==> src/hw/sevrep_pkg.sv <==
// Package for the status event reporting block: bit map, commands, presets
package sevrep_pkg;

    localparam int unsigned REG_W = 16;

    // ------------------------------------------------------------------
    // Operation group bit positions
    // ------------------------------------------------------------------
    localparam int unsigned OP_AWAITING_TRIGGER      = 5;
    localparam int unsigned OP_TRANSIENT_ARMED       = 6;
    localparam int unsigned OP_CONSTANT_VOLTAGE      = 8;
    localparam int unsigned OP_TRANSIENT_DONE        = 9;
    localparam int unsigned OP_CONSTANT_CURRENT      = 10;
    localparam int unsigned OP_SAMPLE_DONE           = 11;
    localparam int unsigned OP_LIST_DONE             = 12;
    localparam int unsigned OP_LIST_RUNNING          = 14;
    localparam logic [15:0] OP_USED_MASK             = 16'h5f60;

    // ------------------------------------------------------------------
    // Questionable group bit positions
    // ------------------------------------------------------------------
    localparam int unsigned QS_VOLTAGE_REG_FAULT     = 0;
    localparam int unsigned QS_CURRENT_REG_FAULT     = 1;
    localparam int unsigned QS_THERMAL_FAULT         = 3;
    localparam int unsigned QS_FOLLOWER_UNIT_FAULT   = 6;
    localparam int unsigned QS_VOLTAGE_FAULT         = 12;
    localparam int unsigned QS_CURRENT_FAULT         = 13;
    localparam int unsigned QS_ENERGY_ABSORBING      = 14;
    localparam logic [15:0] QS_USED_MASK             = 16'h704b;
    localparam logic [15:0] QS_LATCH_MASK            = 16'h3000;

    // ------------------------------------------------------------------
    // Status byte summary positions, presets and reset values
    // ------------------------------------------------------------------
    localparam int unsigned SB_QUES_SUMMARY          = 3;
    localparam int unsigned SB_OPER_SUMMARY          = 7;
    localparam logic [15:0] OP_ENABLE_PRESET         = 16'h2001;
    localparam logic [15:0] QS_ENABLE_PRESET         = 16'h00ff;
    localparam logic [15:0] ENABLE_RESET             = 16'h0000;

    // Command codes carried on the command port
    typedef enum logic [3:0] {
        SEV_CMD_NONE,
        SEV_CMD_OPER_COND_Q,
        SEV_CMD_OPER_EVENT_Q,
        SEV_CMD_OPER_ENAB,
        SEV_CMD_OPER_ENAB_Q,
        SEV_CMD_QUES_COND_Q,
        SEV_CMD_QUES_EVENT_Q,
        SEV_CMD_QUES_ENAB,
        SEV_CMD_QUES_ENAB_Q,
        SEV_CMD_PRESET
    } sevrep_cmd_t;

    // Command request as it travels on the port
    typedef struct packed {
        logic        valid;
        sevrep_cmd_t cmd;
        logic [15:0] data;
    } sevrep_req_t;

    // Query answer
    typedef struct packed {
        logic        valid;
        logic [15:0] data;
    } sevrep_rsp_t;

endpackage

==> src/hw/sevrep_group.sv <==
// One status group: event latch with clear on read, enable mask, summary
`timescale 1ns/1ps
`default_nettype none
module sevrep_group #(
    parameter int unsigned   WIDTH      = 16,
    parameter logic [15:0]   LATCH_MASK = 16'hffff,
    parameter logic [15:0]   USED_MASK  = 16'hffff,
    parameter logic [15:0]   PRESET_VAL = 16'h0000
) (
    input  wire logic             clk_i,
    input  wire logic             rst_i,
    input  wire logic             ce_i,
    input  wire logic [WIDTH-1:0] cond_i,
    input  wire logic             event_read_i,
    input  wire logic             enable_write_i,
    input  wire logic [WIDTH-1:0] enable_data_i,
    input  wire logic             preset_i,
    output logic      [WIDTH-1:0] cond_o,
    output logic      [WIDTH-1:0] event_o,
    output logic      [WIDTH-1:0] enable_o,
    output logic                  summary_o
);
    import sevrep_pkg::*;

    logic [WIDTH-1:0] cond_q;
    logic [WIDTH-1:0] event_q;
    logic [WIDTH-1:0] enable_q;
    logic [WIDTH-1:0] rise;
    logic [WIDTH-1:0] next_event;
    logic [WIDTH-1:0] next_enable;

    // ------------------------------------------------------------------
    // Edge capture and event latch
    // ------------------------------------------------------------------
    // Only rising edges of latchable, used bits become events
    assign rise       = cond_i & ~cond_q & LATCH_MASK[WIDTH-1:0] & USED_MASK[WIDTH-1:0];
    // New edge in a read cycle survives: set wins over the clear
    assign next_event = (event_read_i ? '0 : event_q) | rise;
    assign next_enable = preset_i ? PRESET_VAL[WIDTH-1:0]
                       : (enable_write_i ? enable_data_i : enable_q);

    // State registers
    always_ff @(posedge clk_i) begin
        if (rst_i) begin
            cond_q   <= '0;
            event_q  <= '0;
            enable_q <= ENABLE_RESET[WIDTH-1:0];
        end else if (ce_i) begin
            cond_q   <= cond_i;
            event_q  <= next_event;
            enable_q <= next_enable;
        end
    end

    // Condition is a live view, never latched
    assign cond_o    = cond_i & USED_MASK[WIDTH-1:0];
    assign event_o   = event_q;
    assign enable_o  = enable_q;
    assign summary_o = |(event_q & enable_q);
endmodule
`default_nettype wire

==> src/hw/sevrep_top.sv <==
// Status event reporting: operation and questionable groups with command port
`timescale 1ns/1ps
`default_nettype none
module sevrep_top (
    input  wire logic                 clk_i,
    input  wire logic                 rst_i,
    input  wire logic                 ce_i,
    input  wire logic                 list_running_i,
    input  wire logic                 list_done_i,
    input  wire logic                 sample_done_i,
    input  wire logic                 constant_current_state_i,
    input  wire logic                 transient_done_i,
    input  wire logic                 constant_voltage_state_i,
    input  wire logic                 transient_armed_i,
    input  wire logic                 awaiting_trigger_i,
    input  wire logic                 energy_absorbing_i,
    input  wire logic                 current_fault_i,
    input  wire logic                 voltage_fault_i,
    input  wire logic                 follower_unit_fault_i,
    input  wire logic                 thermal_fault_i,
    input  wire logic                 current_regulation_fault_i,
    input  wire logic                 voltage_regulation_fault_i,
    input  wire sevrep_pkg::sevrep_req_t req_i,
    output sevrep_pkg::sevrep_rsp_t   rsp_o,
    output logic                      oper_summary_o,
    output logic                      ques_summary_o,
    output logic [7:0]                status_byte_o
);
    import sevrep_pkg::*;

    logic [REG_W-1:0] op_cond;
    logic [REG_W-1:0] qs_cond;
    logic [REG_W-1:0] op_cond_v;
    logic [REG_W-1:0] op_event_v;
    logic [REG_W-1:0] op_enable_v;
    logic [REG_W-1:0] qs_cond_v;
    logic [REG_W-1:0] qs_event_v;
    logic [REG_W-1:0] qs_enable_v;
    logic             op_sum;
    logic             qs_sum;
    logic             take;
    logic             is_query;
    logic             answer_take;
    logic             op_event_rd;
    logic             op_enab_wr;
    logic             qs_event_rd;
    logic             qs_enab_wr;
    logic             preset_hit;
    logic             sel_op_cond;
    logic             sel_op_event;
    logic             sel_op_enable;
    logic             sel_qs_cond;
    logic             sel_qs_event;
    logic             sel_qs_enable;
    logic [REG_W-1:0] next_rsp_data;
    sevrep_rsp_t      rsp_q;

    // Query decode, used for answer validity only; selection uses cmd_match
    function automatic logic cmd_is_query(input sevrep_cmd_t c);
        return (c == SEV_CMD_OPER_COND_Q) || (c == SEV_CMD_OPER_EVENT_Q)
            || (c == SEV_CMD_OPER_ENAB_Q) || (c == SEV_CMD_QUES_COND_Q)
            || (c == SEV_CMD_QUES_EVENT_Q) || (c == SEV_CMD_QUES_ENAB_Q);
    endfunction

    // Single command match, shared by every strobe and answer select
    function automatic logic cmd_match(input sevrep_cmd_t c, input sevrep_cmd_t want);
        return c == want;
    endfunction

    // ------------------------------------------------------------------
    // Condition assembly from the supply's state pins
    // ------------------------------------------------------------------
    always_comb begin
        op_cond = '0;
        op_cond[OP_LIST_RUNNING]     = list_running_i;
        op_cond[OP_LIST_DONE]        = list_done_i;
        op_cond[OP_SAMPLE_DONE]      = sample_done_i;
        op_cond[OP_CONSTANT_CURRENT] = constant_current_state_i;
        op_cond[OP_TRANSIENT_DONE]   = transient_done_i;
        op_cond[OP_CONSTANT_VOLTAGE] = constant_voltage_state_i;
        op_cond[OP_TRANSIENT_ARMED]  = transient_armed_i;
        op_cond[OP_AWAITING_TRIGGER] = awaiting_trigger_i;
    end

    always_comb begin
        qs_cond = '0;
        qs_cond[QS_ENERGY_ABSORBING]    = energy_absorbing_i;
        qs_cond[QS_CURRENT_FAULT]       = current_fault_i;
        qs_cond[QS_VOLTAGE_FAULT]       = voltage_fault_i;
        qs_cond[QS_FOLLOWER_UNIT_FAULT] = follower_unit_fault_i;
        qs_cond[QS_THERMAL_FAULT]       = thermal_fault_i;
        qs_cond[QS_CURRENT_REG_FAULT]   = current_regulation_fault_i;
        qs_cond[QS_VOLTAGE_REG_FAULT]   = voltage_regulation_fault_i;
    end

    // ------------------------------------------------------------------
    // Command decode
    // ------------------------------------------------------------------
    // A command counts only on an edge with valid and the clock enable high.
    // A query answers one edge later with a single-cycle valid pulse; a write
    // or the preset answers nothing and shows on readback from the next cycle.
    // Unknown codes are dropped silently, so a stray code never touches state.
    // Nothing holds the port off: commands may follow each other every cycle.
    assign take        = req_i.valid & ce_i;
    assign is_query    = cmd_is_query(req_i.cmd);
    assign answer_take = take & is_query;

    // One strobe per register action; a command held valid keeps its strobe high every cycle
    assign op_event_rd = take & cmd_match(req_i.cmd, SEV_CMD_OPER_EVENT_Q);
    assign op_enab_wr  = take & cmd_match(req_i.cmd, SEV_CMD_OPER_ENAB);
    assign qs_event_rd = take & cmd_match(req_i.cmd, SEV_CMD_QUES_EVENT_Q);
    assign qs_enab_wr  = take & cmd_match(req_i.cmd, SEV_CMD_QUES_ENAB);
    assign preset_hit  = take & cmd_match(req_i.cmd, SEV_CMD_PRESET);

    // Answer source select, one-hot by construction of the command code
    assign sel_op_cond   = cmd_match(req_i.cmd, SEV_CMD_OPER_COND_Q);
    assign sel_op_event  = cmd_match(req_i.cmd, SEV_CMD_OPER_EVENT_Q);
    assign sel_op_enable = cmd_match(req_i.cmd, SEV_CMD_OPER_ENAB_Q);
    assign sel_qs_cond   = cmd_match(req_i.cmd, SEV_CMD_QUES_COND_Q);
    assign sel_qs_event  = cmd_match(req_i.cmd, SEV_CMD_QUES_EVENT_Q);
    assign sel_qs_enable = cmd_match(req_i.cmd, SEV_CMD_QUES_ENAB_Q);

    // ------------------------------------------------------------------
    // Operation group: every used bit latches on its rising edge
    // ------------------------------------------------------------------
    // Masks keep all sixteen written bits, so readback always matches the write
    sevrep_group #(
        .WIDTH      (REG_W),
        .LATCH_MASK (OP_USED_MASK),
        .USED_MASK  (OP_USED_MASK),
        .PRESET_VAL (OP_ENABLE_PRESET)
    ) u_oper (
        .clk_i          (clk_i),
        .rst_i          (rst_i),
        .ce_i           (ce_i),
        .cond_i         (op_cond),
        .event_read_i   (op_event_rd),
        .enable_write_i (op_enab_wr),
        .enable_data_i  (req_i.data),
        .preset_i       (preset_hit),
        .cond_o         (op_cond_v),
        .event_o        (op_event_v),
        .enable_o       (op_enable_v),
        .summary_o      (op_sum)
    );

    // Questionable group: only current and voltage fault bits latch
    // Bits 14, 6, 3, 1 and 0 stay live only, so an event read never shows them
    sevrep_group #(
        .WIDTH      (REG_W),
        .LATCH_MASK (QS_LATCH_MASK),
        .USED_MASK  (QS_USED_MASK),
        .PRESET_VAL (QS_ENABLE_PRESET)
    ) u_ques (
        .clk_i          (clk_i),
        .rst_i          (rst_i),
        .ce_i           (ce_i),
        .cond_i         (qs_cond),
        .event_read_i   (qs_event_rd),
        .enable_write_i (qs_enab_wr),
        .enable_data_i  (req_i.data),
        .preset_i       (preset_hit),
        .cond_o         (qs_cond_v),
        .event_o        (qs_event_v),
        .enable_o       (qs_enable_v),
        .summary_o      (qs_sum)
    );

    // ------------------------------------------------------------------
    // Answer selection; event reads return the value before the clear
    // ------------------------------------------------------------------
    // Unknown codes select nothing, so their answer data would read zero
    assign next_rsp_data = ({REG_W{sel_op_cond}}   & op_cond_v)
                         | ({REG_W{sel_op_event}}  & op_event_v)
                         | ({REG_W{sel_op_enable}} & op_enable_v)
                         | ({REG_W{sel_qs_cond}}   & qs_cond_v)
                         | ({REG_W{sel_qs_event}}  & qs_event_v)
                         | ({REG_W{sel_qs_enable}} & qs_enable_v);

    // ------------------------------------------------------------------
    // Answer register
    // ------------------------------------------------------------------
    // Valid one cycle, data held until the next answer; holding the data
    // lets a slow reader pick it up late without a second query
    always_ff @(posedge clk_i) begin
        if (rst_i) begin
            rsp_q <= '0;
        end else if (ce_i) begin
            rsp_q.valid <= answer_take;
            if (answer_take) begin
                rsp_q.data <= next_rsp_data;
            end
        end
    end

    // ------------------------------------------------------------------
    // Status outputs
    // ------------------------------------------------------------------
    // Summary bits are combinational from latched events and masks
    assign rsp_o          = rsp_q;
    assign oper_summary_o = op_sum;
    assign ques_summary_o = qs_sum;
    always_comb begin
        status_byte_o = 8'h00;
        status_byte_o[SB_OPER_SUMMARY] = op_sum;
        status_byte_o[SB_QUES_SUMMARY] = qs_sum;
    end
endmodule
`default_nettype wire

==> config.mk <==
export PLATFORM = sky130hd
export DESIGN_NAME = sevrep_top
export DESIGN_NICKNAME = d
export VERILOG_FILES = /design/src/hw/sevrep_pkg.sv /design/src/hw/sevrep_group.sv /design/src/hw/sevrep_top.sv
export SDC_FILE = /design/constraint.sdc
export NUM_CORES = 1
export LEC_CHECK = 0
export BUFFER_PORTS_ARGS = -buffer_cell sky130_fd_sc_hd__buf_2
export CORE_MARGIN = 2
export CORE_UTILIZATION = 54
export DETAILED_ROUTE_END_ITERATION = 16
export PLACE_DENSITY = 0.77
export SYNTH_ARGS = -nofsm -noshare
export SYNTH_HDL_FRONTEND = slang
export SYNTH_SLANG_ARGS = --single-unit
==> constraint.sdc <==
create_clock -name clk_i -period 1.5 [get_ports clk_i]
set_input_delay 0.15 -clock clk_i [delete_from_list [all_inputs] [get_ports clk_i]]
set_output_delay 0.15 -clock clk_i [all_outputs]
set_load 0.02 [all_outputs]
======== After elaboration in Yosys (flattened, before gate mapping) ========
Index checks and enable logic that the tools add are counted.
operators by class
  reductions and logical operators ........ 12
  bitwise gates (word level) .............. 26
  equal/unequal tests ..................... 9
  multiplexer cells ....................... 6
operators by type and width
  operator                                        count
  AND 16 bit                                      6
  two-way mux 16 bit                              6
  bitwise OR 16 bit                               5
  AND 16 x 15 -> 16 bit                           2
  OR reduction 16 bit                             2
  == test 4 x 3 -> 1 bit (second input constant)  4
  bitwise OR 16 x 14 -> 16 bit                    1
  bitwise OR 16 x 15 -> 16 bit                    1
  AND 15 bit                                      1
  NOT 15 bit                                      1
  AND 14 bit                                      1
  NOT 14 bit                                      1
  == test 4 x 2 -> 1 bit (second input constant)  2
  == test 4 bit (second input constant)           2
  AND 1 bit                                       7
  AND reduction 2 bit                             3
  logical OR 1 bit                                5
  == test 4 x 1 -> 1 bit (second input constant)  1
  nonzero test 2 bit                              2
word-level totals
  output and inout port bits .............. 27
  register bits ........................... 95
  bits of input ports ..................... 39

======== Logic depth before layout (Yosys ltp) ========
Gate-level depths: netlist of run 1.
  word-level depth ........................ 8
  gate-level depth with buffers ........... 6
  gate-level depth less buffers ........... 4

======== Cells and area by module ========
Synthesis of run 1 repeated with hierarchy kept, for this count alone.
unflattened totals
  cell total of the unflattened synthesis .. 450
  area total of the unflattened synthesis .. 4399.2 um^2
by module, submodules not included
  module                 cells each  area each (um^2)  instances
  sevrep_group (u_oper)  164         1665.3            1
  sevrep_top             184         1632.8            1
  sevrep_group (u_ques)  102         1101.1            1

======== Worst setup path after synthesis of run 1 ========
No wires, ideal clock.
  kind .................................... input to register
  from .................................... in req_i[19] (netlist name)
  to ...................................... reg rsp_q (netlist bit rsp_o[12])
  library setup time ...................... 0.138 ns
  buffers on the path ..................... 2
  data required time ...................... 1.362 ns
  arrival ................................. 1.218 ns
  cell stages on the path ................. 6
  slack ................................... 0.144 ns
  cell sequence ........................... buf_2 > nor2b_1 > buf_6 > a22o_1 > a222oi_1 > a211oi_2
on the way
  word-level cells in the longest chain between the ends .. 8
  elaborated cells between the ends (all ways) .. 24
  classes of those cells .................. eq/ne (6); bitwise (12); reduce/logical (6)
RTL lines
  item                                                           line              source
  start: declaration                                             sevrep_top.sv:23  input wire sevrep_pkg::sevrep_req_t req_i,
  branches (longest 8 deep; another with AND 16 x 15 -> 16 bit)  n/a
  end: declaration                                               sevrep_top.sv:56  sevrep_rsp_t rsp_q;
Parallel ways; which one is timed is not known.
A chain may end at the register's enable or synchronous reset.

======== Final worst setup path of run 1 ========
  from .................................... reg u_oper.event_q[10] (netlist: u_oper.event_o[10])
  to ...................................... out status_byte_o[7]
on the way
  word-level cells in the longest chain between the ends .. 2
RTL lines
  item                      line                source
  start: declaration        sevrep_group.sv:26  logic [WIDTH-1:0] event_q;
  start signal: assignment  sevrep_group.sv:50  event_q <= next_event;
  AND 16 bit                sevrep_group.sv:59  assign summary_o = |(event_q & enable_q);
  OR reduction 16 bit       sevrep_group.sv:59
  end: declaration          sevrep_top.sv:27    output logic [7:0] status_byte_o
No other way between the ends.

==> flow_metrics.tcl, run 1 <==
set metrics [dict create \
    pre_cts_ws_ns -0.1400 \
    final_cell_mix "nand2_1, dfxtp_1, buf_2" \
    endpoint_kind "output pin" \
    grt_max_degree 48 \
    clockBufferDepth 2 \
    core_um2 5851 \
    crit_path_top_delay_cell "dfxtp_1" \
    drive_gt1_frac 0.2711 \
    ir_drop_v 0.0005152 \
    setup_viol 0 \
    powerDensity_nw_per_um2 970.3 \
    finalClockSkew_ns 0.009786 \
    dieArea_um2 6610 \
    vias_per_cell 5.735 \
    crit_family "flip-flops" \
    slew_headroom 0.5978 \
    timing.critical_path.buf_inv 1 \
    final_common_cell "nand2_1" \
    cap_violations 0 \
    avgSynthCellArea_um2 8.381 \
    place_congestion 0.8580 \
    run_status "finished clean" \
    synthArstFlopShare 0 \
    timing.final.max_slew_violations 0 \
    power_mw 3.762 \
    worst-setup-path-type "register to output pin" \
    ys_ff_latch 69 \
    clkTransAtPathRegs_ns 0.07 \
    p_leak_nw 1.524 \
    hold_path.class "primary input to register" \
    num_rows 28 \
    vias 3074 \
    cts_resized 0 \
    ctsHoldBuffers 0 \
    synth_ff_type "dfxtp_1" \
    crit_path_max_incr_delay_ns 0.35 \
    first_pass_iters 6 \
    worst_slew_pin_slew_ns 0.6033 \
    stdcell_count 536 \
    overflow 0 \
    post-route-cell-area_um2 3877 \
    grt_setup_unrepaired "no" \
    crit_path_start_kind "register" \
    fin_crit_sh 0.9079 \
    grtUsageTotal 0.2692 \
    hpwl_um 6183 \
    root_buffer "clkbuf_8" \
    ys_types 46 \
    required_ns 1.35 \
    wl_per_cell_um 16.04 \
    drt_iter0_drc 277 \
    arrival_ns 1.21 \
    cts_made_buffers 9 \
    synthCells 385 \
    area_delta_synth_final_pct 20.16 \
    grt_pass1_vias 2825 \
    yosysSeqAreaShare 0.4281 \
    fin_ws_ns 0.1381 \
    timing.final.crit_period_ns 1.362 \
    ios 66 \
    drc 0 \
    crit_path_cell_trace "a22oi_1 > nand4_1 > buf_2" \
    fp.dieW_um 81.30 \
    clock_latency_ns 0.34 \
    port_buffers 59 \
    wl_um 8597 \
    place_inst 520 \
    die_h_um 81.30 \
    htreeDepth 3 \
    syn_area_um2 3227 \
    hold_viol 0 \
    max_clock_freq_mhz 734.3 \
    postLayoutCoreUtil 0.6627 \
    ys_warn_count 0 \
    grt_pass1_wl_um 13480 \
    initial_core_util 0.5515 \
    insertedDiodeCount 0 \
    synth_edf_count 0 \
    antenna_found_initial 0 \
    cts_setup_buffers 0 \
    cts_sinks 69 \
    route.antenna.remaining_nets 0 \
    post_dp_cell_area_um2 3701 \
    cts_tree "yes" \
    nNetsFinal 495 \
    path_max_fanout 3 \
]
-- final cells by class --
type | instances | area, um2
clock buffer | 10 | 137.6
clock inverter | 6 | 38.79
fill | 519 | 1973
inverter | 3 | 11.26
multi-input combinational | 283 | 1624
sequential | 69 | 1381
tap | 75 | 93.84
timing repair buffer | 90 | 590.6
-- state kept, by name (all words and copies together) (netlist names) --
name and cells:
rsp_o 17, u_oper.enable_o 16, u_ques.enable_o 16, u_oper.cond_q 8
u_oper.event_o 8, u_ques.cond_q 2, u_ques.event_o 2
-- kinds of logic after synthesis --
logic type             after synthesis  share of synthesized area
muxes                                6                    0.01861
buffers and inverters               38                    0.07445
other                                1                   0.001162
AOI/OAI and AO/OA                  119                     0.2571
and+or+nand+nor                    152                     0.2206
DFF                                 69                     0.4281
-- cell usage after synthesis (2+ instances only) --
master | count | area, um2
nand2_1 | 81 | 304.0
o21ai_0 | 6 | 30.03
nand4_1 | 5 | 31.28
a32o_1 | 2 | 20.02
nor3b_1 | 3 | 22.52
a21oi_2 | 5 | 43.79
dfxtp_1 | 69 | 1381
a311oi_1 | 5 | 43.79
buf_1 | 3 | 11.26
nor2b_1 | 4 | 25.02
a211oi_2 | 5 | 62.56
a22oi_1 | 7 | 52.55
nand2b_1 | 10 | 62.56
a22o_1 | 15 | 131.4
and3_1 | 3 | 18.77
a32oi_1 | 2 | 17.52
a31oi_1 | 10 | 62.56
a222oi_1 | 3 | 30.03
inv_1 | 3 | 11.26
nor2_1 | 27 | 101.4
a211oi_1 | 2 | 15.01
a21oi_1 | 53 | 265.3
buf_4 | 12 | 90.09
buf_6 | 4 | 45.04
and2_1 | 3 | 18.77
clkbuf_1 | 10 | 37.54
mux2i_1 | 6 | 60.06
or2_2 | 4 | 25.02
and2b_1 | 3 | 22.52
buf_2 | 4 | 20.02
-- metal layers --
metal	up-vias	GRT usage	part of all wire
li1	1494	-	-
met1	1436	0.3575	0.44
met2	133	0.4311	0.47
met3	11	0.06333	0.075
met4	0	0.08644	0.012
met5	-	0	0
-- final timing paths --
path	from	to	slack [ns]	cells after the start
worst max-delay path	u_oper.event_o[10]	status_byte_o[7]	0.14	3
worst min-delay path	req_i[15]	u_oper.enable_o[15]	0.06	3
worst max register to register	u_oper.enable_o[6]	rsp_o[6]	0.28	4
worst min register to register	u_oper.enable_o[15]	u_oper.enable_o[15]	0.47	2
-- report_power, final --
group          leakage, nW  internal [mW]  switching [mW]
Sequential           0.561           1.89          0.0434
Clock               0.0880          0.638           0.708
Combinational        0.875          0.199           0.282
Total                 1.52           2.73            1.03
-- worst register-to-register path, delay by kind of cell, from the launching register on --
| family | cells | cell delay (ns) |
|---|---|---|
| buffers and inverters | 1 | 0.18 |
| AOI/OAI and AO/OA | 3 | 0.59 |
| DFF | 1 | 0.33 |
-- stage by stage --
stage	setup TNS, ns	hold WS (ns)
detailed placement	-1.398	0.4099
finish	0	0.05567
global placement	-0.6357	0.4041
global route	0	0.04914
floorplan	0	0.2860
CTS	0	0.05087
(Power assumes the default switching activity.)
==> inputs of run 2 (changes only) <==
==> constraint.sdc (replaced) <==
create_clock -name clk_i -period 1.5 [get_ports clk_i]
set_input_delay 0.225 -clock clk_i [delete_from_list [all_inputs] [get_ports clk_i]]
set_output_delay 0.225 -clock clk_i [all_outputs]
set_load 0.02 [all_outputs]
==> flow_metrics.tcl, run 2 (synthesis results as in run 1) <==
set metrics [dict create \
    run_status "finished clean" \
    core_um2 5851 \
    rrSetupSlack_ns 0.06 \
    hold_viol 0 \
    share_comb_of_total_power 0.116 \
    root_buffer "clkbuf_8" \
    htreeDepth 3 \
    path_max_fanout 2 \
    arrival_ns 1.22 \
    fin_crit_sh 0.9637 \
    final_cell_mix "nand2_1, dfxtp_1, buf_2" \
    hold_path.class "primary input to register" \
    timing.rr.start "u_oper.enable_o[12]" \
    p_leak_nw 1.607 \
    ir_drop_v 0.0006775 \
    initial_core_util 0.5515 \
    area_delta_synth_final_pct 25.44 \
    clkTransAtPathRegs_ns 0.08 \
    wl_per_cell_um 16.27 \
    ios 66 \
    num_rows 28 \
    grt_pass1_vias 2862 \
    clock_power_share 0.441 \
    switchingPower_mw 1.058 \
    insertedDiodeCount 0 \
    power_mw 4.366 \
    hpwl_um 6294 \
    nNetsFinal 503 \
    pwr-share-seq 0.443 \
    fillCellCount 490 \
    vias_per_cell 5.774 \
    timing.final.max_slew_violations 0 \
    drt_iter0_drc 313 \
    intPower_mw 3.308 \
    dieArea_um2 6610 \
    fp.dieW_um 81.30 \
    grt_max_degree 23 \
    drive_gt1_frac 0.2900 \
    crit_path_start_kind "register" \
    vias 3141 \
    clock_latency_ns 0.35 \
    crit_start "u_ques.enable_o[12]" \
    cts_tree "yes" \
    place_congestion 0.8566 \
    powerDensity_nw_per_um2 1079 \
    overflow 0 \
    multi_input_area_um2 1634 \
    finalClockSkew_ns 0.006587 \
    port_buffers 59 \
    die_h_um 81.30 \
    max_clock_freq_mhz 691.8 \
    final_common_cell "nand2_1" \
    cap_violations 0 \
    cts_sinks 69 \
    timing.final.crit_period_ns 1.446 \
    first_pass_iters 7 \
    wl_um 8851 \
    sw_frac_of_total 0.2423 \
    antenna_found_initial 0 \
    pre_cts_ws_ns -0.1536 \
    grtUsageTotal 0.2784 \
    clockBufferDepth 2 \
    route.antenna.remaining_nets 0 \
    setup_viol 0 \
    drc 0 \
    hp-start "req_i[3]" \
    fin_ws_ns 0.05450 \
    ctsHoldBuffers 0 \
    cts_made_buffers 9 \
    grt_setup_unrepaired "no" \
    required_ns 1.27 \
    largest_register_ffs 17 \
    regArea_um2 1383 \
    worst-setup-path-type "register to output pin" \
    grt_pass1_wl_um 13840 \
    endpoint_kind "output pin" \
    tns_ns 0 \
]
==> run 2: power groups by stage <==
stage | clock (mW) | sequential, mW | combinational (mW)
2_1_floorplan | 0 | 1.98 | 0.293
3_3_place_gp | 0 | 1.97 | 0.486
3_5_place_dp | 0 | 1.97 | 0.496
4_1_cts | 1.93 | 1.93 | 0.502
5_1_grt | 2.01 | 1.94 | 0.548
6_report | 1.93 | 1.93 | 0.507
==> run 2: per-layer routing <==
metal / routed length (um) / global-route usage
met5: 0 / 0
met4: 219 / 0.1051
met3: 610 / 0.05444
met2: 4086 / 0.4500
met1: 3934 / 0.3664
==> run 2: worst paths after layout <==
path,end,depth (start not counted)
worst min-delay path,u_oper.enable_o[3],3
worst max register to register,rsp_o[12],5
worst min register to register,u_oper.enable_o[3],2
worst max-delay path,status_byte_o[3],3
==> run 2: timing repair <==
item,CTS,global route
pin swaps,0,2
resized for setup,4,1
endpoints found under the setup margin,2,2
buffers inserted,1,0
==> run 2: cell type report <==
class,count,share of cell area
timing repair buffer,98,0.1651
multi-input combinational,283,0.4037
sequential,69,0.3416
inverter,3,0.002782
clock buffer,11,0.03740
tap,75,0.02318
clock inverter,5,0.02628
==> run 2: metrics by stage <==
stage | hold WS (ns) | std cells | area, um2 | util
floorplan | 0.3610 | 390 | 3246 | -
global placement | 0.4466 | 528 | 3774 | 0.6450
detailed placement | 0.4509 | 528 | 3774 | 0.6450
CTS | 0.1135 | 545 | 4050 | 0.6923
global route | 0.1115 | 544 | 4048 | 0.6918
finish | 0.1143 | 544 | 4048 | 0.6918
==> run 2: worst max-delay path, stage by stage, from the launching register on <==
cell and delay (ns):
dfxtp_1 0.32, buf_4 0.14, a22o_1 0.24, buf_2 0.16
